`src/rtl/panel_io_map.vh`:
```
// Constants for the multiplexed panel I/O scanner
`ifndef PANEL_IO_MAP_VH
`define PANEL_IO_MAP_VH

// ----------------------------------------
// Register byte offsets
// ----------------------------------------
`define OFS_CTRL        8'h00
`define OFS_DISP_SRC    8'h04
`define OFS_DISP_SRC_HI 8'h08
`define OFS_SW_RESULT   8'h0C
`define OFS_SW_RES_HI   8'h10
`define OFS_KEY_SHIFT   8'h14
`define OFS_KEY_SHIFT_HI 8'h18
`define OFS_KEY_HELD    8'h1C
`define OFS_STATUS      8'h20
`define OFS_SW_IN       8'h24
`define OFS_KEY_IN      8'h28
`define OFS_DISP_OUT    8'h2C
`define OFS_SW_OUT      8'h30
`define OFS_KEY_OUT     8'h34
`define OFS_TICK_DIV    8'h38

// ----------------------------------------
// Control register fields
// ----------------------------------------
`define CTRL_DISP_EN    0
`define CTRL_SW_EN      1
`define CTRL_KEY_EN     2
`define CTRL_SW_EIGHT   3
`define CTRL_SEL_LO     4
`define CTRL_SEL_HI     6
`define CTRL_DISP_SPLIT 8
`define CTRL_SW_SPLIT   9
`define CTRL_KEY_SPLIT  10
`define CTRL_SW_IO_BAD  11

// ----------------------------------------
// Status register fields
// ----------------------------------------
`define ST_KEY_BUSY     0
`define ST_DISP_BUSY    1
`define ST_SW_BUSY      2
`define ST_INSTR_ERR    3

// ----------------------------------------
// Reset values and timing
// ----------------------------------------
`define CTRL_RESET      32'h0000_0000
`define TICK_DIV_RESET  32'h0000_03E8
`define ROUND_STEPS     4'hC
`define KEY_MIN_STEPS   4'h3

`endif

```
`src/rtl/panel_io_scanner.v`:
```
// Multiplexed panel I/O scanner: display, thumbwheel and keypad over AXI4-Lite
//
// Notes on behaviour
// - Select code 0-3 four digits, 4-7 eight digits; bits pick data/latch inversion.
// - Display busy flag high while the display driver runs.
// - Display round of four or eight digits takes 12 ticks, repeating.
// - First enabled run starts from the sequence start.
// - Four-digit reading in one word; eight digits use a second high word.
// - Digit count four or eight from setup bit, four by default.
// - Switch read round takes 12 ticks and restarts continuously.
// - Switch busy flag high while the switch reader runs.
// - Eight-digit result words split across areas raise the error flag.
// - Bad input or output unit assignment raises the error flag.
// - Switch output bit 5 goes high after a complete round.
// - Keypad shift register of eight hex digits, new digit enters low.
// - Held key sets its bit in held word and output bit 4.
// - While one key is held, other keys are ignored.
// - Each key digit captured within 4 ticks, then scanning resumes after release.
// - Keypad busy flag high while the keypad scanner runs.
// - Keypad register words split across areas raise the error flag.
// - Display data on bits 0-3, strobes 4-7; bit 8 or 12 after round.
// - Eight-digit display takes low digits from source, high from next word.
`timescale 1ns/100ps
`include "panel_io_map.vh"
module panel_io_scanner (
	core_clk,
	rstn,
	s_axi_awaddr,
	s_axi_awvalid,
	s_axi_awready,
	s_axi_wdata,
	s_axi_wstrb,
	s_axi_wvalid,
	s_axi_wready,
	s_axi_bresp,
	s_axi_bvalid,
	s_axi_bready,
	s_axi_araddr,
	s_axi_arvalid,
	s_axi_arready,
	s_axi_rdata,
	s_axi_rresp,
	s_axi_rvalid,
	s_axi_rready,
	sw_in,
	key_in,
	disp_out,
	sw_out,
	key_out,
	display_busy_flag,
	switch_read_busy_flag,
	keypad_busy_flag,
	instruction_error_flag
);
	input  wire        core_clk;
	input  wire        rstn;
	input  wire [7:0]  s_axi_awaddr;
	input  wire        s_axi_awvalid;
	output wire        s_axi_awready;
	input  wire [31:0] s_axi_wdata;
	input  wire [3:0]  s_axi_wstrb;
	input  wire        s_axi_wvalid;
	output wire        s_axi_wready;
	output reg  [1:0]  s_axi_bresp;
	output reg         s_axi_bvalid;
	input  wire        s_axi_bready;
	input  wire [7:0]  s_axi_araddr;
	input  wire        s_axi_arvalid;
	output wire        s_axi_arready;
	output reg  [31:0] s_axi_rdata;
	output reg  [1:0]  s_axi_rresp;
	output reg         s_axi_rvalid;
	input  wire        s_axi_rready;
	input  wire [15:0] sw_in;
	input  wire [3:0]  key_in;
	output reg  [15:0] disp_out;
	output reg  [15:0] sw_out;
	output wire [4:0]  key_out;
	output wire        display_busy_flag;
	output wire        switch_read_busy_flag;
	output wire        keypad_busy_flag;
	output wire        instruction_error_flag;

	reg  [31:0] ctrl_reg;
	reg  [31:0] disp_src_reg;
	reg  [31:0] disp_src_hi_reg;
	reg  [31:0] tick_div_reg;
	reg  [31:0] tick_cnt_reg;
	reg         tick_reg;
	reg  [15:0] sw_result_reg;
	reg  [15:0] sw_res_hi_reg;
	reg  [15:0] sw_acc_lo_reg;
	reg  [15:0] sw_acc_hi_reg;
	reg  [7:0]  aw_addr_reg;
	reg         aw_full_reg;
	reg  [31:0] w_data_reg;
	reg  [3:0]  w_strb_reg;
	reg         w_full_reg;
	reg  [31:0] rd_next;
	reg         rd_ok;
	reg         wr_ok;
	reg  [3:0]  nib;
	reg  [2:0]  digit;

	wire        disp_en   = ctrl_reg[`CTRL_DISP_EN];
	wire        sw_en     = ctrl_reg[`CTRL_SW_EN];
	wire        key_en    = ctrl_reg[`CTRL_KEY_EN];
	wire        sw_eight  = ctrl_reg[`CTRL_SW_EIGHT];
	wire [2:0]  disp_sel  = ctrl_reg[`CTRL_SEL_HI:`CTRL_SEL_LO];
	wire        disp_eight = disp_sel[2];
	wire        data_inv  = disp_sel[1];
	wire        latch_inv = disp_sel[0];
	wire [3:0]  disp_step;
	wire        disp_wrap;
	wire [3:0]  sw_step;
	wire        sw_wrap;
	wire [15:0] key_lo;
	wire [15:0] key_hi;
	wire [15:0] key_held;
	wire        do_wr;

	// ----------------------------------------
	// Scan-cycle tick generator
	// ----------------------------------------
	// Tick period is software set so panel latches see slow, settled data
	always @(posedge core_clk or negedge rstn) begin
		if (!rstn) begin
			tick_cnt_reg <= 32'h0000_0000;
			tick_reg     <= 1'b0;
		end else if (tick_cnt_reg >= tick_div_reg) begin
			tick_cnt_reg <= 32'h0000_0000;
			tick_reg     <= 1'b1;
		end else begin
			tick_cnt_reg <= tick_cnt_reg + 32'h0000_0001;
			tick_reg     <= 1'b0;
		end
	end

	// ----------------------------------------
	// Sequencers
	// ----------------------------------------
	bcd_stepper disp_seq (
		.core_clk (core_clk),
		.rstn     (rstn),
		.en       (disp_en),
		.tick     (tick_reg),
		.step     (disp_step),
		.wrap     (disp_wrap)
	);

	bcd_stepper sw_seq (
		.core_clk (core_clk),
		.rstn     (rstn),
		.en       (sw_en),
		.tick     (tick_reg),
		.step     (sw_step),
		.wrap     (sw_wrap)
	);

	key_matrix keypad (
		.core_clk  (core_clk),
		.rstn      (rstn),
		.en        (key_en),
		.tick      (tick_reg),
		.key_in    (key_in),
		.drive_out (key_out),
		.shift_lo  (key_lo),
		.shift_hi  (key_hi),
		.held_word (key_held)
	);

	// ----------------------------------------
	// Display digit select
	// ----------------------------------------
	// Steps 0-7 strobe digits, 8-11 idle; four-digit mode uses steps 0-3 only
	always @* begin
		digit = disp_step[2:0];
		case (digit[1:0])
			2'd0: nib = digit[2] ? disp_src_hi_reg[3:0] : disp_src_reg[3:0];
			2'd1: nib = digit[2] ? disp_src_hi_reg[7:4] : disp_src_reg[7:4];
			2'd2: nib = digit[2] ? disp_src_hi_reg[11:8] : disp_src_reg[11:8];
			default: nib = digit[2] ? disp_src_hi_reg[15:12] : disp_src_reg[15:12];
		endcase
	end

	// ----------------------------------------
	// Display driver outputs
	// ----------------------------------------
	always @(posedge core_clk or negedge rstn) begin
		if (!rstn) begin
			disp_out <= 16'h0000;
		end else if (disp_en && tick_reg) begin
			disp_out <= 16'h0000;
			if (!disp_step[3] && (disp_eight || !disp_step[2])) begin
				disp_out[3:0] <= nib ^ {4{data_inv}};
				disp_out[7:4] <= (4'b0001 << disp_step[1:0]) ^ {4{latch_inv}};
				disp_out[11:8] <= disp_eight ? ({3'b000, disp_step[2]} ^ {4{latch_inv}}) : 4'h0; // Block select, eight only
			end else begin
				disp_out[7:0] <= {{4{latch_inv}}, {4{data_inv}}};
			end
			if (disp_wrap) begin
				disp_out[8]  <= !disp_eight;
				disp_out[12] <= disp_eight;
			end
		end
	end

	// ----------------------------------------
	// Thumbwheel switch reader
	// ----------------------------------------
	// Steps 0-3 (or 0-7) select a digit on bits 0-3, data sampled one step later
	always @(posedge core_clk or negedge rstn) begin
		if (!rstn) begin
			sw_out        <= 16'h0000;
			sw_acc_lo_reg <= 16'h0000;
			sw_acc_hi_reg <= 16'h0000;
			sw_result_reg <= 16'h0000;
			sw_res_hi_reg <= 16'h0000;
		end else if (sw_en && tick_reg) begin
			sw_out <= 16'h0000;
			if (sw_step < (sw_eight ? 4'd8 : 4'd4)) begin
				sw_out[3:0] <= 4'b0001 << sw_step[1:0];
				sw_out[4]   <= sw_step[2];
			end
			if (sw_step != 4'd0 && sw_step <= (sw_eight ? 4'd8 : 4'd4)) begin
				if (sw_step > 4'd4) begin
					sw_acc_hi_reg <= {sw_in[3:0], sw_acc_hi_reg[15:4]};
				end else begin
					sw_acc_lo_reg <= {sw_in[3:0], sw_acc_lo_reg[15:4]};
				end
			end
			if (sw_wrap) begin
				sw_result_reg <= sw_acc_lo_reg;
				sw_res_hi_reg <= sw_eight ? sw_acc_hi_reg : 16'h0000;
				sw_out[5]     <= 1'b1;
			end
		end
	end

	// ----------------------------------------
	// Busy and error flags
	// ----------------------------------------
	assign display_busy_flag     = disp_en;
	assign switch_read_busy_flag = sw_en;
	assign keypad_busy_flag      = key_en;
	// Area checks reduce to software-set split bits, no data memory here
	assign instruction_error_flag = (disp_en && disp_eight && ctrl_reg[`CTRL_DISP_SPLIT])
		| (sw_en && sw_eight && ctrl_reg[`CTRL_SW_SPLIT])
		| (sw_en && ctrl_reg[`CTRL_SW_IO_BAD])
		| (key_en && ctrl_reg[`CTRL_KEY_SPLIT]);

	// ----------------------------------------
	// AXI4-Lite write channel
	// ----------------------------------------
	assign s_axi_awready = !aw_full_reg && !s_axi_bvalid;
	assign s_axi_wready  = !w_full_reg && !s_axi_bvalid;
	assign do_wr = aw_full_reg && w_full_reg && !s_axi_bvalid;

	always @* begin
		case (aw_addr_reg)
			`OFS_CTRL, `OFS_DISP_SRC, `OFS_DISP_SRC_HI, `OFS_TICK_DIV: wr_ok = 1'b1;
			default: wr_ok = 1'b0;
		endcase
	end

	always @(posedge core_clk or negedge rstn) begin
		if (!rstn) begin
			aw_addr_reg     <= 8'h00;
			aw_full_reg     <= 1'b0;
			w_data_reg      <= 32'h0000_0000;
			w_strb_reg      <= 4'h0;
			w_full_reg      <= 1'b0;
			s_axi_bvalid    <= 1'b0;
			s_axi_bresp     <= 2'b00;
			ctrl_reg        <= `CTRL_RESET;
			disp_src_reg    <= 32'h0000_0000;
			disp_src_hi_reg <= 32'h0000_0000;
			tick_div_reg    <= `TICK_DIV_RESET;
		end else begin
			if (s_axi_awvalid && s_axi_awready) begin
				aw_addr_reg <= {s_axi_awaddr[7:2], 2'b00};
				aw_full_reg <= 1'b1;
			end
			if (s_axi_wvalid && s_axi_wready) begin
				w_data_reg <= s_axi_wdata;
				w_strb_reg <= s_axi_wstrb;
				w_full_reg <= 1'b1;
			end
			if (do_wr) begin
				aw_full_reg  <= 1'b0;
				w_full_reg   <= 1'b0;
				s_axi_bvalid <= 1'b1;
				s_axi_bresp  <= wr_ok ? 2'b00 : 2'b10;
				case (aw_addr_reg)
					`OFS_CTRL:        ctrl_reg        <= w_data_reg;
					`OFS_DISP_SRC:    disp_src_reg    <= w_data_reg;
					`OFS_DISP_SRC_HI: disp_src_hi_reg <= w_data_reg;
					`OFS_TICK_DIV:    tick_div_reg    <= w_data_reg;
					default:          ;
				endcase
			end else if (s_axi_bvalid && s_axi_bready) begin
				s_axi_bvalid <= 1'b0;
			end
		end
	end

	// ----------------------------------------
	// AXI4-Lite read channel
	// ----------------------------------------
	assign s_axi_arready = !s_axi_rvalid;

	always @* begin
		rd_ok = 1'b1;
		case ({s_axi_araddr[7:2], 2'b00})
			`OFS_CTRL:         rd_next = ctrl_reg;
			`OFS_DISP_SRC:     rd_next = disp_src_reg;
			`OFS_DISP_SRC_HI:  rd_next = disp_src_hi_reg;
			`OFS_SW_RESULT:    rd_next = {16'h0000, sw_result_reg};
			`OFS_SW_RES_HI:    rd_next = {16'h0000, sw_res_hi_reg};
			`OFS_KEY_SHIFT:    rd_next = {16'h0000, key_lo};
			`OFS_KEY_SHIFT_HI: rd_next = {16'h0000, key_hi};
			`OFS_KEY_HELD:     rd_next = {16'h0000, key_held};
			`OFS_STATUS:       rd_next = {28'h000_0000, instruction_error_flag, switch_read_busy_flag,
				display_busy_flag, keypad_busy_flag};
			`OFS_SW_IN:        rd_next = {16'h0000, sw_in};
			`OFS_KEY_IN:       rd_next = {28'h000_0000, key_in};
			`OFS_DISP_OUT:     rd_next = {16'h0000, disp_out};
			`OFS_SW_OUT:       rd_next = {16'h0000, sw_out};
			`OFS_KEY_OUT:      rd_next = {27'h000_0000, key_out};
			`OFS_TICK_DIV:     rd_next = tick_div_reg;
			default: begin
				rd_next = 32'h0000_0000;
				rd_ok   = 1'b0;
			end
		endcase
	end

	always @(posedge core_clk or negedge rstn) begin
		if (!rstn) begin
			s_axi_rvalid <= 1'b0;
			s_axi_rdata  <= 32'h0000_0000;
			s_axi_rresp  <= 2'b00;
		end else if (s_axi_arvalid && s_axi_arready) begin
			s_axi_rvalid <= 1'b1;
			s_axi_rdata  <= rd_next;
			s_axi_rresp  <= rd_ok ? 2'b00 : 2'b10;
		end else if (s_axi_rvalid && s_axi_rready) begin
			s_axi_rvalid <= 1'b0;
		end
	end
endmodule // panel_io_scanner

```
`src/rtl/bcd_stepper.v`:
```
// Round step counter used by the display driver and switch reader
`timescale 1ns/100ps
`include "panel_io_map.vh"
module bcd_stepper (
	core_clk,
	rstn,
	en,
	tick,
	step,
	wrap
);
	input  wire       core_clk;
	input  wire       rstn;
	input  wire       en;
	input  wire       tick;
	output reg  [3:0] step;
	output wire       wrap;

	// ----------------------------------------
	// Step counter
	// ----------------------------------------
	// Last step of the round; restart follows on the next tick
	assign wrap = (step == `ROUND_STEPS - 4'h1);

	// Counter cleared while disabled so a fresh enable starts at step 0
	always @(posedge core_clk or negedge rstn) begin
		if (!rstn) begin
			step <= 4'h0;
		end else if (!en) begin
			step <= 4'h0;
		end else if (tick) begin
			step <= wrap ? 4'h0 : step + 4'h1;
		end
	end
endmodule // bcd_stepper

```
`src/rtl/key_matrix.v`:
```
// Hex keypad matrix scanner with shift register and held-key word
`timescale 1ns/100ps
module key_matrix (
	core_clk,
	rstn,
	en,
	tick,
	key_in,
	drive_out,
	shift_lo,
	shift_hi,
	held_word
);
	input  wire        core_clk;
	input  wire        rstn;
	input  wire        en;
	input  wire        tick;
	input  wire [3:0]  key_in;
	output reg  [4:0]  drive_out;
	output reg  [15:0] shift_lo;
	output reg  [15:0] shift_hi;
	output reg  [15:0] held_word;

	reg  [1:0] row_reg;
	reg  [1:0] lock_col_reg;
	reg        lock_reg;
	reg  [1:0] col_hit;
	reg        any_hit;
	wire [3:0] code;

	// ----------------------------------------
	// Column encode, lowest set input wins
	// ----------------------------------------
	always @* begin
		any_hit = |key_in;
		col_hit = key_in[0] ? 2'd0 : key_in[1] ? 2'd1 : key_in[2] ? 2'd2 : 2'd3;
	end

	assign code = {row_reg, col_hit};

	// ----------------------------------------
	// Row scan and key capture, one step per tick
	// ----------------------------------------
	// A held key locks its row so other keys are not seen until release
	always @(posedge core_clk or negedge rstn) begin
		if (!rstn) begin
			row_reg      <= 2'd0;
			lock_col_reg <= 2'd0;
			lock_reg     <= 1'b0;
			drive_out    <= 5'h00;
			shift_lo     <= 16'h0000;
			shift_hi     <= 16'h0000;
			held_word    <= 16'h0000;
		end else if (en && tick) begin
			if (lock_reg) begin
				if (!key_in[lock_col_reg]) begin
					lock_reg  <= 1'b0;
					held_word <= 16'h0000;
					drive_out <= {1'b0, 4'b0001 << row_reg};
				end
			end else if (any_hit) begin
				lock_reg     <= 1'b1;
				lock_col_reg <= col_hit;
				// New digit into the low nibble, top digit dropped
				{shift_hi, shift_lo} <= {shift_hi[11:0], shift_lo, code};
				held_word    <= 16'h0001 << code;
				drive_out    <= {1'b1, drive_out[3:0]};
			end else begin
				// Next row; a full pass is 4 ticks, so capture lands within 4 ticks
				row_reg   <= row_reg + 2'd1;
				drive_out <= {1'b0, 4'b0001 << (row_reg + 2'd1)};
			end
		end
	end
endmodule // key_matrix

```
`config.mk`:
```
export PLATFORM = sky130hd
export DESIGN_NAME = panel_io_scanner
export DESIGN_NICKNAME = d
export VERILOG_FILES = /design/src/rtl/panel_io_scanner.v /design/src/rtl/bcd_stepper.v /design/src/rtl/key_matrix.v
export VERILOG_INCLUDE_DIRS = /design/src /design/src/rtl
export SDC_FILE = /design/constraint.sdc
export NUM_CORES = 1
export LEC_CHECK = 0
export BUFFER_PORTS_ARGS = -buffer_cell sky130_fd_sc_hd__buf_2
export CORE_AREA = 2 2 179 181
export CTS_BUF_LIST = sky130_fd_sc_hd__clkbuf_4
export CTS_CLUSTER_DIAMETER = 60
export DETAILED_ROUTE_END_ITERATION = 16
export DIE_AREA = 0 0 181 183
export PLACE_DENSITY = 0.79
export SETUP_SLACK_MARGIN = 0.3
export SYNTH_ARGS = -nofsm -noshare
export SYNTH_HDL_FRONTEND = slang
export SYNTH_SLANG_ARGS = --single-unit
```
`constraint.sdc`:
```
create_clock -name core_clk -period 2.87 [get_ports core_clk]
set_clock_uncertainty 0.2 [all_clocks]
set_input_delay 0.287 -clock core_clk [delete_from_list [all_inputs] [get_ports core_clk]]
set_output_delay 0.287 -clock core_clk [all_outputs]
set_load 0.01 [all_outputs]
```
# Word-level counts from Yosys, hierarchy flattened

Cells that the tools add are included.

$add $sub $neg: 4
Magnitude comparators: 5
Equal/unequal tests: 25
Shift-type cells: 5
Mux-type cells: 49
Bitwise logic cells: 9
Reduce and logical (&&, ||, !) cells: 52

Operators by type and width:

| kind                                                               | number |
|---|---|
| 32-bit case mux with 15 select lines                               | 1 |
| 16-bit 2-to-1 mux                                                  | 4 |
| 4-bit 2-to-1 mux                                                   | 13 |
| 6-bit by 4-bit == test with 1-bit output, second input constant    | 8 |
| 32-bit by 1-bit adder with 32-bit output, second input constant    | 1 |
| 32-bit greater-or-equal comparator                                 | 1 |
| 32-bit 2-to-1 mux                                                  | 1 |
| 6-bit by 3-bit == test with 1-bit output, second input constant    | 4 |
| 1-bit logical AND                                                  | 20 |
| 5-bit 2-to-1 mux                                                   | 4 |
| 1-bit 2-to-1 mux                                                   | 19 |
| 6-bit by 2-bit == test with 1-bit output, second input constant    | 3 |
| 3-bit AND reduction                                                | 6 |
| 1-bit by 2-bit left shift with 4-bit output, first input constant  | 4 |
| 1-bit by 4-bit left shift with 16-bit output, first input constant | 1 |
| 15-bit OR reduction                                                | 1 |
| 6-bit by 1-bit == test with 1-bit output, second input constant    | 2 |
| 4-bit case mux with 3 select lines                                 | 1 |
| 2-bit AND reduction                                                | 6 |
| 2-bit nonzero test                                                 | 5 |
| 4-bit by 1-bit adder with 4-bit output, second input constant      | 2 |
| 4-bit == test, second input constant                               | 2 |
| 8-bit zero test                                                    | 1 |
| 2-bit 2-to-1 mux                                                   | 4 |
| other kinds (21)                                                   | 35 |

Register bits after elaboration: 388
Input port bits: 79
Output and inout port bits: 82
Word-level logic and storage cells: 180

# Logic depth before layout (Yosys ltp)

Gate-level depths: netlist (run 1).

Depth in word-level cells: 6
Gate-level depth with buffers: 9

# Hierarchy

Synthesis (run 1) repeated with hierarchy kept, for this count alone.

Cells, all modules: 1478
Area, all modules: 17971.0 um^2

Modules (own cells, without submodules):

| module           | instances | cells an instance | area an instance (um^2) | seq. area each (um^2) |
|---|---|---|---|---|
| panel_io_scanner | 1         | 1265              | 15154.5                 | 7965.1 |
| key_matrix       | 1         | 165               | 2371.0                  | 1401.3 |
| bcd_stepper      | 2         | 24                | 222.7                   | 100.1 |

# Worst setup path before layout (run 1)

Ideal clock, no wire load.

Path kind: register to register
From: reg ctrl_reg[3]
To: reg sw_acc_hi_reg[10]
Arrival: 2.135 ns
Slack: 0.410 ns
Stages on the path, launching flop included: 9
Buffers on the path: 2
Clock period less this slack: 2.460 ns
Cells stage by stage: dfrtp_1 > clkbuf_1 > inv_1 > ha_1 > a21o_1 > a21oi_1 > o21ai_1 > clkbuf_1 > mux2_2

Cells in the longest elaborated chain, start to end: 4

RTL lines:

| what                                 | RTL line               | RTL |
|---|---|---|
| from (decl)                          | panel_io_scanner.v:84  | `reg [31:0] ctrl_reg;` |
| from (signal assigned)               | panel_io_scanner.v:275 | `` ctrl_reg <= `CTRL_RESET; `` |
| from (signal assigned)               | panel_io_scanner.v:295 | `` `OFS_CTRL: ctrl_reg <= w_data_reg; `` |
| 4-bit 2-to-1 mux                     | panel_io_scanner.v:225 | `if (sw_step != 4'd0 && sw_step <= (sw_eight ? 4'd8 : 4'd4)) begin` |
| 4-bit less-or-equal comparator       | panel_io_scanner.v:225 |  |
| 1-bit logical AND                    | panel_io_scanner.v:225 |  |
| 3-bit AND reduction (no source line) | --                     |  |
| to (signal assigned)                 | panel_io_scanner.v:227 | `sw_acc_hi_reg <= {sw_in[3:0], sw_acc_hi_reg[15:4]};` |
| to (decl)                            | panel_io_scanner.v:93  | `reg [15:0] sw_acc_hi_reg;` |

Every way passes these cells.
A chain may end at the register's enable or synchronous reset.

# Worst setup path after layout (run 1)

From: reg aw_addr_reg[5]
To: reg disp_src_hi_reg[22]

Cells in the longest elaborated chain, start to end: 2

RTL lines:

| what                                     | RTL line               | RTL |
|---|---|---|
| from (decl)                              | panel_io_scanner.v:94  | `reg [7:0] aw_addr_reg;` |
| from (signal assigned)                   | panel_io_scanner.v:281 | `aw_addr_reg <= {s_axi_awaddr[7:2], 2'b00};` |
| 6-bit by 2-bit == test with 1-bit output | panel_io_scanner.v:294 | `case (aw_addr_reg)` |
| 2-bit AND reduction (no source line)     | --                     |  |
| to (signal assigned)                     | panel_io_scanner.v:297 | `` `OFS_DISP_SRC_HI: disp_src_hi_reg <= w_data_reg; `` |
| to (decl)                                | panel_io_scanner.v:86  | `reg [31:0] disp_src_hi_reg;` |

Every way passes these cells.

==> results of run 1 <==
## worst max-delay path, cell delays in order, from the launching register on
cell,delay [ps]
dfrtp_1,410
or4_4,540
or2_4,260
or3b_4,480
clkbuf_16,230
mux2_4,300
## cell usage in the layout (no fill, tap or decap), types with 15 or more instances in the layout
| cell type | instances |
|---|---|
| a211oi_1 | 33 |
| nor2_1 | 38 |
| nand2_1 | 238 |
| xor2_1 | 21 |
| nand3_1 | 45 |
| dfrtp_1 | 376 |
| xnor2_1 | 18 |
| a22o_1 | 29 |
| ha_1 | 50 |
| buf_4 | 45 |
| a21o_1 | 21 |
| dlygate4sd3_1 | 82 |
| clkbuf_4 | 149 |
| buf_2 | 136 |
| conb_1 | 15 |
| mux2_4 | 30 |
| a21oi_1 | 47 |
| mux2_2 | 173 |
| o21ai_0 | 46 |
| mux2i_1 | 21 |
| a22oi_1 | 65 |
| nand4_1 | 15 |
| inv_1 | 54 |
## per-stage QoR
step	util	std cells
finish	0.6986	2367
global route	0.6984	2365
CTS	0.6943	2357
detailed placement	0.6278	2108
global placement	0.6278	2108
floorplan	-	1635
## worst paths after layout
check / start / endpoint / slack [ps] / cells past startpoint
setup / recovery: aw_addr_reg[5] / disp_src_hi_reg[22] / 330 / 5
hold / removal: s_axi_wvalid / w_full_reg / 70 / 4
min in group asynchronous: rstn / tick_div_reg[29] / 520 / 4
hold reg to reg: sw_acc_lo_reg[0] / sw_result_reg[0] / 260 / 2
max in group asynchronous: rstn / disp_out[8] / 1490 / 4
setup reg to reg: aw_addr_reg[5] / disp_src_hi_reg[22] / 330 / 5
## cell families after synthesis
logic type	count (synthesis)	share of synthesized area
fa+ha+maj	50	0.03404
compound gates	308	0.1191
buf+inv	172	0.04275
flops	382	0.5205
other cells	1	0.0002040
simple gates	432	0.1087
xor+xnor	39	0.01859
mux	237	0.1560
## report_power, final
group          total [mW]  leakage, nW  internal (mW)  switching, mW
logic                4.85         4.84           2.20           2.65
clock network        4.64        0.738           2.43           2.21
registers            7.93         5.12           6.54           1.39
## area by class of cell
class / instances / area [sq um]
flip-flops and latches: 382 / 9567
fillers: 2220 / 9414
multi-input cells: 1081 / 8157
repair buffers: 279 / 2171
clock buffers: 149 / 1119
well taps: 402 / 503.0
inverters: 54 / 202.7
clock inverters: 17 / 90.09
diodes: 3 / 7.507
## layer usage
layer / up-vias / wire length (microns) / GRT usage
li1: 6408 / - / -
met1: 7234 / 20980 / 0.4180
met2: 753 / 24010 / 0.5037
met3: 150 / 4790 / 0.07705
met4: 0 / 2163 / 0.1470
met5: - / 0 / 0
## repair_timing
| action | in CTS | in global routing |
|---|---|---|
| pin swaps | 0 | 3 |
| endpoints found under the hold margin | 478 | 1 |
| resized for setup | 3 | 10 |
| endpoints found under the setup margin | 33 | 74 |
| cloned | 1 | 2 |
| buffers inserted | 0 | 4 |
| hold buffers | 82 | 1 |
==> out/qor.txt, run 1 <==
Peak VDD IR - 0.5624 mV
DIE WIDTH - 181 microns
power per cell area - 798.3 nW/um^2
first-pass GRT wire length - 81,480 microns
worst-skew pair later-pin latency - 770 ps
I/O Pins - 161
Area growth syn-to-layout - 18.70%
Period Utilization, post-route - 0.8858
iteration count of the initial detailed-routing pass - 8
Max Clk Rate - 393.3 MHz
core area - 31,230 sq um
pre-CTS setup slack - 259.5 ps
Post-synth EDFFs - 0
CTS Buffer Depth - 3
Die Y - 183 microns
unrepaired setup endpoints after global routing - true
vias in the first global route - 14,739
Synth top area share - 0.5119
initial antenna violation count - 1
CTS tree - done
distinct cell type count after synthesis - 68
Row Count - 65
Fin Hold WS - 71.02 ps
Post-Syn Area per Cell - 11.34 sq um
P_leak - 10.70 nW
final WL - 51,940 microns
Period minus WS final - 2542 ps
Final Hold Vio Count - 0
Synth Cell Area - 18,380 sq um
worst hold path type - primary input to flop
fin nets - 2,026
sequential area share after synthesis - 0.5205
synth cell count leaders - 376 x dfrtp_1, 239 x nand2_1, 173 x mux2_2
count leader, synth - dfrtp_1
synthesis-stage register bit count - 382
H-tree Lvls - 3
crit path DAT - 2980 ps
Slew HR - 0.4426
grt total ovfl - 0
Setup violations, final - 0
synthesized instance count - 1,621
gr usage total - 0.3178
Area contributors post-synth - dfrtp_1 51%, mux2_2 11%, nand2_1 4.9%
Placer Congestion - 0.9808
Root Buffer - clkbuf_4
Cell Area, Placed - 19,610 sq um
DR WL/cell - 21.94 microns
Final Power - 17.42 mW
critical setup path kind - flop to flop
CTS sink cnt - 382
area leader, netlist - dfrtp_1
status - complete, no violations
Slew Viols, Final - 0
Vias per Instance - 6.145
fin worst setup slack - 327.7 ps
Least-Margin Pin Slew - 828.5 ps
maxcap violations - 0
Worst setup EP type - flop
DRT antenna net count - 0
detailed-route DRC error count - 0
Initial Util - 0.5885
first-iteration detailed-routing DRC count - 1,511
vias - 14,545
yosys warns - 0
Die ar. - 33,120 sq um
largest net degree at the start of global routing - 84
Inserted Clock Buffers - 99
HPWL after DPL - 34,710 microns
Main synth FF type - dfrtp_1
ratio of cells with drive above 1 in the final layout - 0.3028
CP required - 3300 ps
setup_tns - 0 ps
Critical Path Fanout Max - 8
Design Area, Final - 21,820 sq um
startpoint types - flop
asr flop ratio synth - 1.000
port buffer count - 137
clk slew on worst S/H paths - 70 ps
Power figures use the tool's default switching activity.
==> inputs of run 2 (changes only) <==
--- a/config.mk
+++ b/config.mk
@@ -13,6 +13,7 @@
 export DETAILED_ROUTE_END_ITERATION = 16
 export DIE_AREA = 0 0 181 183
 export PLACE_DENSITY = 0.79
+export REMOVE_ABC_BUFFERS = 1
 export SETUP_SLACK_MARGIN = 0.3
 export SYNTH_ARGS = -nofsm -noshare
 export SYNTH_HDL_FRONTEND = slang
==> constraint.sdc (replaced) <==
create_clock -name core_clk -period 2.39 [get_ports core_clk]
set_clock_uncertainty 0.2 [all_clocks]
set_input_delay 0.1195 -clock core_clk [delete_from_list [all_inputs] [get_ports core_clk]]
set_output_delay 0.1195 -clock core_clk [all_outputs]
set_load 0.01 [all_outputs]
==> run 2 against run 1 <==
  * The flow now finishes with violations (setup timing)
  * Global-route usage rose by 5.7 points
  * Sequential power up 22%
  * Sequential cell count unchanged
  * Non-clock buffer count is 148 higher
  * Fmax decreased by 15%
  * Utilization is 8.6 points higher
  * Critical path depth is 3 higher
  * Largest cell class unchanged
  * Largest power group is now combinational logic
==> out/qor.txt, run 2 (synthesis gave the netlist of run 1 again) <==
status - finished, violations left
failing checks - setup timing
worst-skew pair later-pin latency - 850 ps
maxcap violations - 0
final WL - 69,750 microns
most common cell after layout, fill and taps aside - dfrtp_1
crit path DAT - 3500 ps
CTS sink cnt - 382
CTS Buffer Depth - 3
Inserted Clock Buffers - 99
Setup violations, final - 120
Area growth syn-to-layout - 33.35%
H-tree Lvls - 3
Row Count - 65
clock power share - 0.223
P_leak - 11.90 nW
largest net degree at the start of global routing - 86
most frequent cells in the layout - 359 x dfrtp_1, 232 x nand2_1, 145 x clkbuf_4
DR WL/cell - 27.62 microns
worst setup path start - tick_div_reg[13]
Placer Congestion - 0.9706
CP required - 2920 ps
Switching Power - 11.01 mW
fin worst setup slack - -585.0 ps
vias in the first global route - 16,541
critical setup path kind - flop to flop
ratio of cells with drive above 1 in the final layout - 0.3822
Comb power frac - 0.422
I/O Pins - 161
worst hold path type - primary input to flop
Fin Hold WS - 46.37 ps
iteration count of the initial detailed-routing pass - 10
grt total ovfl - 0
first-iteration detailed-routing DRC count - 2,265
unrepaired setup endpoints after global routing - true
startpoint types - flop
Root Buffer - clkbuf_4
Critical Path Fanout Max - 16
core area - 31,230 sq um
Vias per Instance - 6.636
DRT antenna net count - 0
Finished Layout Cells - 2,525
Final Hold Vio Count - 0
fin nets - 2,174
gr usage total - 0.3744
CP max stage cell - a41oi_1
Peak VDD IR - 1.513 mV
placed cells - 2,135
r2r startpoint - tick_div_reg[13]
DIE WIDTH - 181 microns
port buffer count - 137
r2r setup slk - -580 ps
Die ar. - 33,120 sq um
Die Y - 183 microns
worst-path cell chain - inv_2 -> ha_4 -> a41oi_2 -> o21ai_2 -> a41oi_1 -> nor2_4 -> buf_12 -> a211oi_2
initial antenna violation count - 1
Slew Viols, Final - 0
Worst setup EP type - flop
HPWL after DPL - 34,820 microns
Slew HR - 0.3537
Period Utilization, post-route - 1.245
Least-Margin Pin Slew - 956.8 ps
capture point of the worst path - tick_cnt_reg[19]
Sw Ratio - 0.4027
Seq pwr share - 0.355
detailed-route DRC error count - 0
power per cell area - 1116 nW/um^2
clk slew on worst S/H paths - 100 ps
R2R cell count - 8
Initial Util - 0.5885
cell internal pwr - 16.33 mW
first-pass GRT wire length - 94,510 microns
fillers - 1,674
CTS tree - done
slowest stage delay, CP - 740 ps
HP Start - s_axi_araddr[2]
reg2reg end - tick_cnt_reg[19]
Max Clk Rate - 336.1 MHz
vias - 16,757
Period minus WS final - 2975 ps
run 2: cell count changes in the layout (fill, tap and decap cells not counted), moves of 18 or more:
cell / delta
mux2_2: -60
mux2_4: +60
buf_4: +55
dlygate4sd3_1: +44
a211oi_1: -32
a211oi_2: +28
ha_1: -18
run 2: metrics by stage:
| step | total power [mW] | setup WS [ps] | instance area (sq um) | setup TNS [ps] | utilization |
|---|---|---|---|---|---|
| floorplan | 11.79 | -941.6 | 17850 | -96340 | - |
| global route | 28.02 | -530.6 | 24510 | -22650 | 0.7848 |
| finish | 27.35 | -585.0 | 24510 | -19240 | 0.7848 |
| CTS | 24.50 | -61.05 | 23620 | -2767 | 0.7562 |
| detailed placement | 15.19 | -167.7 | 19890 | -5493 | 0.6369 |
| global placement | 14.86 | -139.3 | 19890 | -4212 | 0.6369 |
run 2: routing by layer:
layer  vias up  part of all wire  global-route usage
met4         0             0.084              0.2280
met1      8130              0.34              0.4695
met5         -                 0                   0
li1       6700                 -                   -
met3       477              0.13             0.08975
met2      1450              0.45              0.5943
run 2: power by group through the flow:
stage / clock, mW / sequential, mW / combinational [mW]
floorplan: 0 / 8.89 / 2.90
global placement: 0 / 9.43 / 5.43
detailed placement: 0 / 9.50 / 5.69
CTS: 5.93 / 9.40 / 9.17
global route: 6.44 / 9.74 / 11.8
finish: 6.11 / 9.70 / 11.5
run 2: final cells by class:
cell class,instances,area (sq um),area share
flip-flops and latches,382,9588,0.3912
inverters,54,205.2,0.008372
clock buffers,144,1081,0.04411
repair buffers,427,3894,0.1589
clock inverters,34,211.5,0.008628
well taps,402,503.0,0.02052
diodes,1,2.502,0.0001021
multi-input cells,1081,9024,0.3682
run 2: how the worst min path moves through the flow:
stage	endpoint	slack [ps]	depth (start not counted)
6_report	s_axi_rdata[0]	50	5
5_1_grt	s_axi_rdata[0]	70	5
4_1_cts	s_axi_rdata[0]	10	5
3_5_place_dp	s_axi_rdata[19]	-120	1
3_3_place_gp	s_axi_rdata[19]	-120	1
2_1_floorplan	aw_addr_reg[2]	-380	0
run 2: what timing repair did:
action / CTS / global route
hold buffers: 130 / 0
endpoints found under the setup margin: 145 / 248
hold endpoints to repair: 520 / 0
gates resized for setup: 124 / 155
cloned: 12 / 4
pin swaps: 12 / 20
buffers inserted: 39 / 26
run 2: worst max-delay path, delay by kind of cell, from the launching register on:
family	cells	cell delay (ps)
buffers and inverters	2	300
adders and majority gates	1	250
DFF	1	420
AOI/OAI and AO/OA	4	1460
and+or+nand+nor	1	190
==> inputs of run 3 (changes only) <==
--- a/config.mk
+++ b/config.mk
@@ -7,12 +7,11 @@
 export NUM_CORES = 1
 export LEC_CHECK = 0
 export BUFFER_PORTS_ARGS = -buffer_cell sky130_fd_sc_hd__buf_2
-export CORE_AREA = 2 2 179 181
+export CORE_AREA = 2 2 208 210
 export CTS_BUF_LIST = sky130_fd_sc_hd__clkbuf_4
 export CTS_CLUSTER_DIAMETER = 60
 export DETAILED_ROUTE_END_ITERATION = 16
-export DIE_AREA = 0 0 181 183
-export PLACE_DENSITY = 0.79
+export DIE_AREA = 0 0 210 212
 export REMOVE_ABC_BUFFERS = 1
 export SETUP_SLACK_MARGIN = 0.3
 export SYNTH_ARGS = -nofsm -noshare
==> run 3 against run 2 <==
  * The flow still finishes with violations (setup timing)
  * Sequential power down 2.2%
  * Die area grew 34%
  * First-iteration DRC count decreased by 38%
  * Sequential cell count unchanged
  * Fmax is 19% higher
  * Wire length is 15% lower
  * Non-clock buffer count fell by 30
  * Setup slack improved by 480 ps
  * Register-to-register slack better by 480 ps
  * Sequential share of layout area grew 0.30 points
  * Critical endpoint is now disp_src_hi_reg[25]
  * Utilization down 21 points
==> out/qor.txt, run 3 (synthesis gave the netlist of run 1 again) <==
DRT antenna net count - 0
Buf+Inv Stages, Crit Path - 1
clk slew on worst S/H paths - 60 ps
Period Utilization, post-route - 1.043
CTS Buffer Depth - 3
fin worst setup slack - -102.7 ps
HPWL after DPL - 36,820 microns
Slew HR - 0.5007
first-pass GRT wire length - 88,280 microns
Setup violations, final - 61
most common cell after layout, fill and taps aside - dfrtp_1
slowest stage delay, CP - 530 ps
P_leak - 11.63 nW
CTS sink cnt - 382
worst-path cell chain - or4_4 -> or2_4 -> or3b_4 -> buf_12 -> mux2_4
grt total ovfl - 0
detailed-route DRC error count - 0
H-tree Lvls - 3
largest net degree at the start of global routing - 85
startpoint types - flop
maxcap violations - 0
crit path DAT - 2960 ps
r2r setup slk - -100 ps
port buffer count - 137
worst hold path type - primary input to flop
status - finished, violations left
iteration count of the initial detailed-routing pass - 8
Max Clk Rate - 401.2 MHz
CP required - 2860 ps
Final Power - 24.44 mW
CP top delay family - simple AND/OR/NAND/NOR gates
Finished Layout Cells - 2,646
critical setup path kind - flop to flop
Worst setup EP type - flop
Least-Margin Pin Slew - 747.1 ps
DR WL/cell - 22.38 microns
I/O Pins - 161
power per cell area - 1005 nW/um^2
Root Buffer - clkbuf_4
Die ar. - 44,520 sq um
Period minus WS final - 2493 ps
Slew Viols, Final - 0
initial antenna violation count - 1
Inserted Clock Buffers - 104
Layout Utilization - 0.5719
most frequent cells in the layout - 364 x dfrtp_1, 232 x nand2_1, 165 x clkbuf_4
CTS tree - done
DIE WIDTH - 210 microns
first-iteration detailed-routing DRC count - 1,402
Peak VDD IR - 1.255 mV
Die Y - 212 microns
Fin Hold WS - 99.88 ps
Vias per Instance - 5.677
unrepaired setup endpoints after global routing - true
Final Hold Vio Count - 0
vias - 15,021
placed cells - 2,278
Row Count - 76
Initial Util - 0.4324
CP max stage cell - or4_4
ratio of cells with drive above 1 in the final layout - 0.3826
Placer Congestion - 0.9030
fin nets - 2,150
core area - 42,510 sq um
failing checks - setup timing
pre-CTS setup slack - -172.9 ps
Area growth syn-to-layout - 32.26%
Critical Path Fanout Max - 8
final WL - 59,210 microns
vias in the first global route - 15,167
worst-skew pair later-pin latency - 830 ps
gr usage total - 0.2624
[run 3: changes by cell type in the layout (fill, tap and decap cells not counted), sizes merged]
cell          change
dlygate4sd3       -3
clkbuf           +21
inv               -3
clkinvlp          +1
or2               +1
dlymetal6s4s      -4
clkinv           -10
bufinv            -2
buf              -24
[run 3: stage by stage]
step / setup TNS, ps / instance area (sq um)
after global routing: -7886 / 24310
final: -4176 / 24310
after detailed placement: -6458 / 20090
after floorplan: -96340 / 17850
after global placement: -4649 / 20090
after CTS: -3291 / 23640
[run 3: final timing paths]
kind,start,to,cells past startpoint
hold reg to reg,sw_acc_lo_reg[0],sw_result_reg[0],2
min in group asynchronous,rstn,disp_src_hi_reg[21],4
max in group asynchronous,rstn,ctrl_reg[0],5
setup / recovery,aw_addr_reg[6],disp_src_hi_reg[25],5
setup reg to reg,aw_addr_reg[6],disp_src_hi_reg[25],5
hold / removal,sw_in[15],s_axi_rdata[15],5
[run 3: area by class of cell]
class                   count  area [sq um]
repair buffers            397          3563
multi-input cells        1082          8930
fillers                  3544         18200
clock buffers             164          1231
inverters                  54         211.5
clock inverters            20         103.9
flip-flops and latches    382          9582
well taps                 546         683.2
diodes                      1         2.502
[run 3: repair_timing]
| item | 4_1_cts | 5_1_grt |
|---|---|---|
| cloned | 9 | 6 |
| hold buffers | 124 | 0 |
| setup endpoints to repair | 173 | 221 |
| pin swaps | 21 | 25 |
| hold endpoints to repair | 519 | 0 |
| buffers inserted | 33 | 11 |
| gates resized for setup | 125 | 117 |
[run 3: worst reg2reg max path, cell delays in order, from the launching register on]
cell	delay, ps
dfrtp_1	380
or4_4	530
or2_4	270
or3b_4	480
buf_12	200
mux2_4	320
[run 3: power breakdown]
group	leakage (nW)	switching (mW)	internal, mW
logic	5.72	4.73	4.22
registers	5.10	1.64	7.85
clock network	0.806	2.81	3.19
[run 3: layer usage]
layer / up-vias / track usage / wire [microns]
li1: 6668 / - / -
met1: 7545 / 0.3511 / 25150
met2: 654 / 0.4159 / 27270
met3: 154 / 0.05096 / 4181
met4: 0 / 0.1193 / 2598
met5: - / 0 / 0
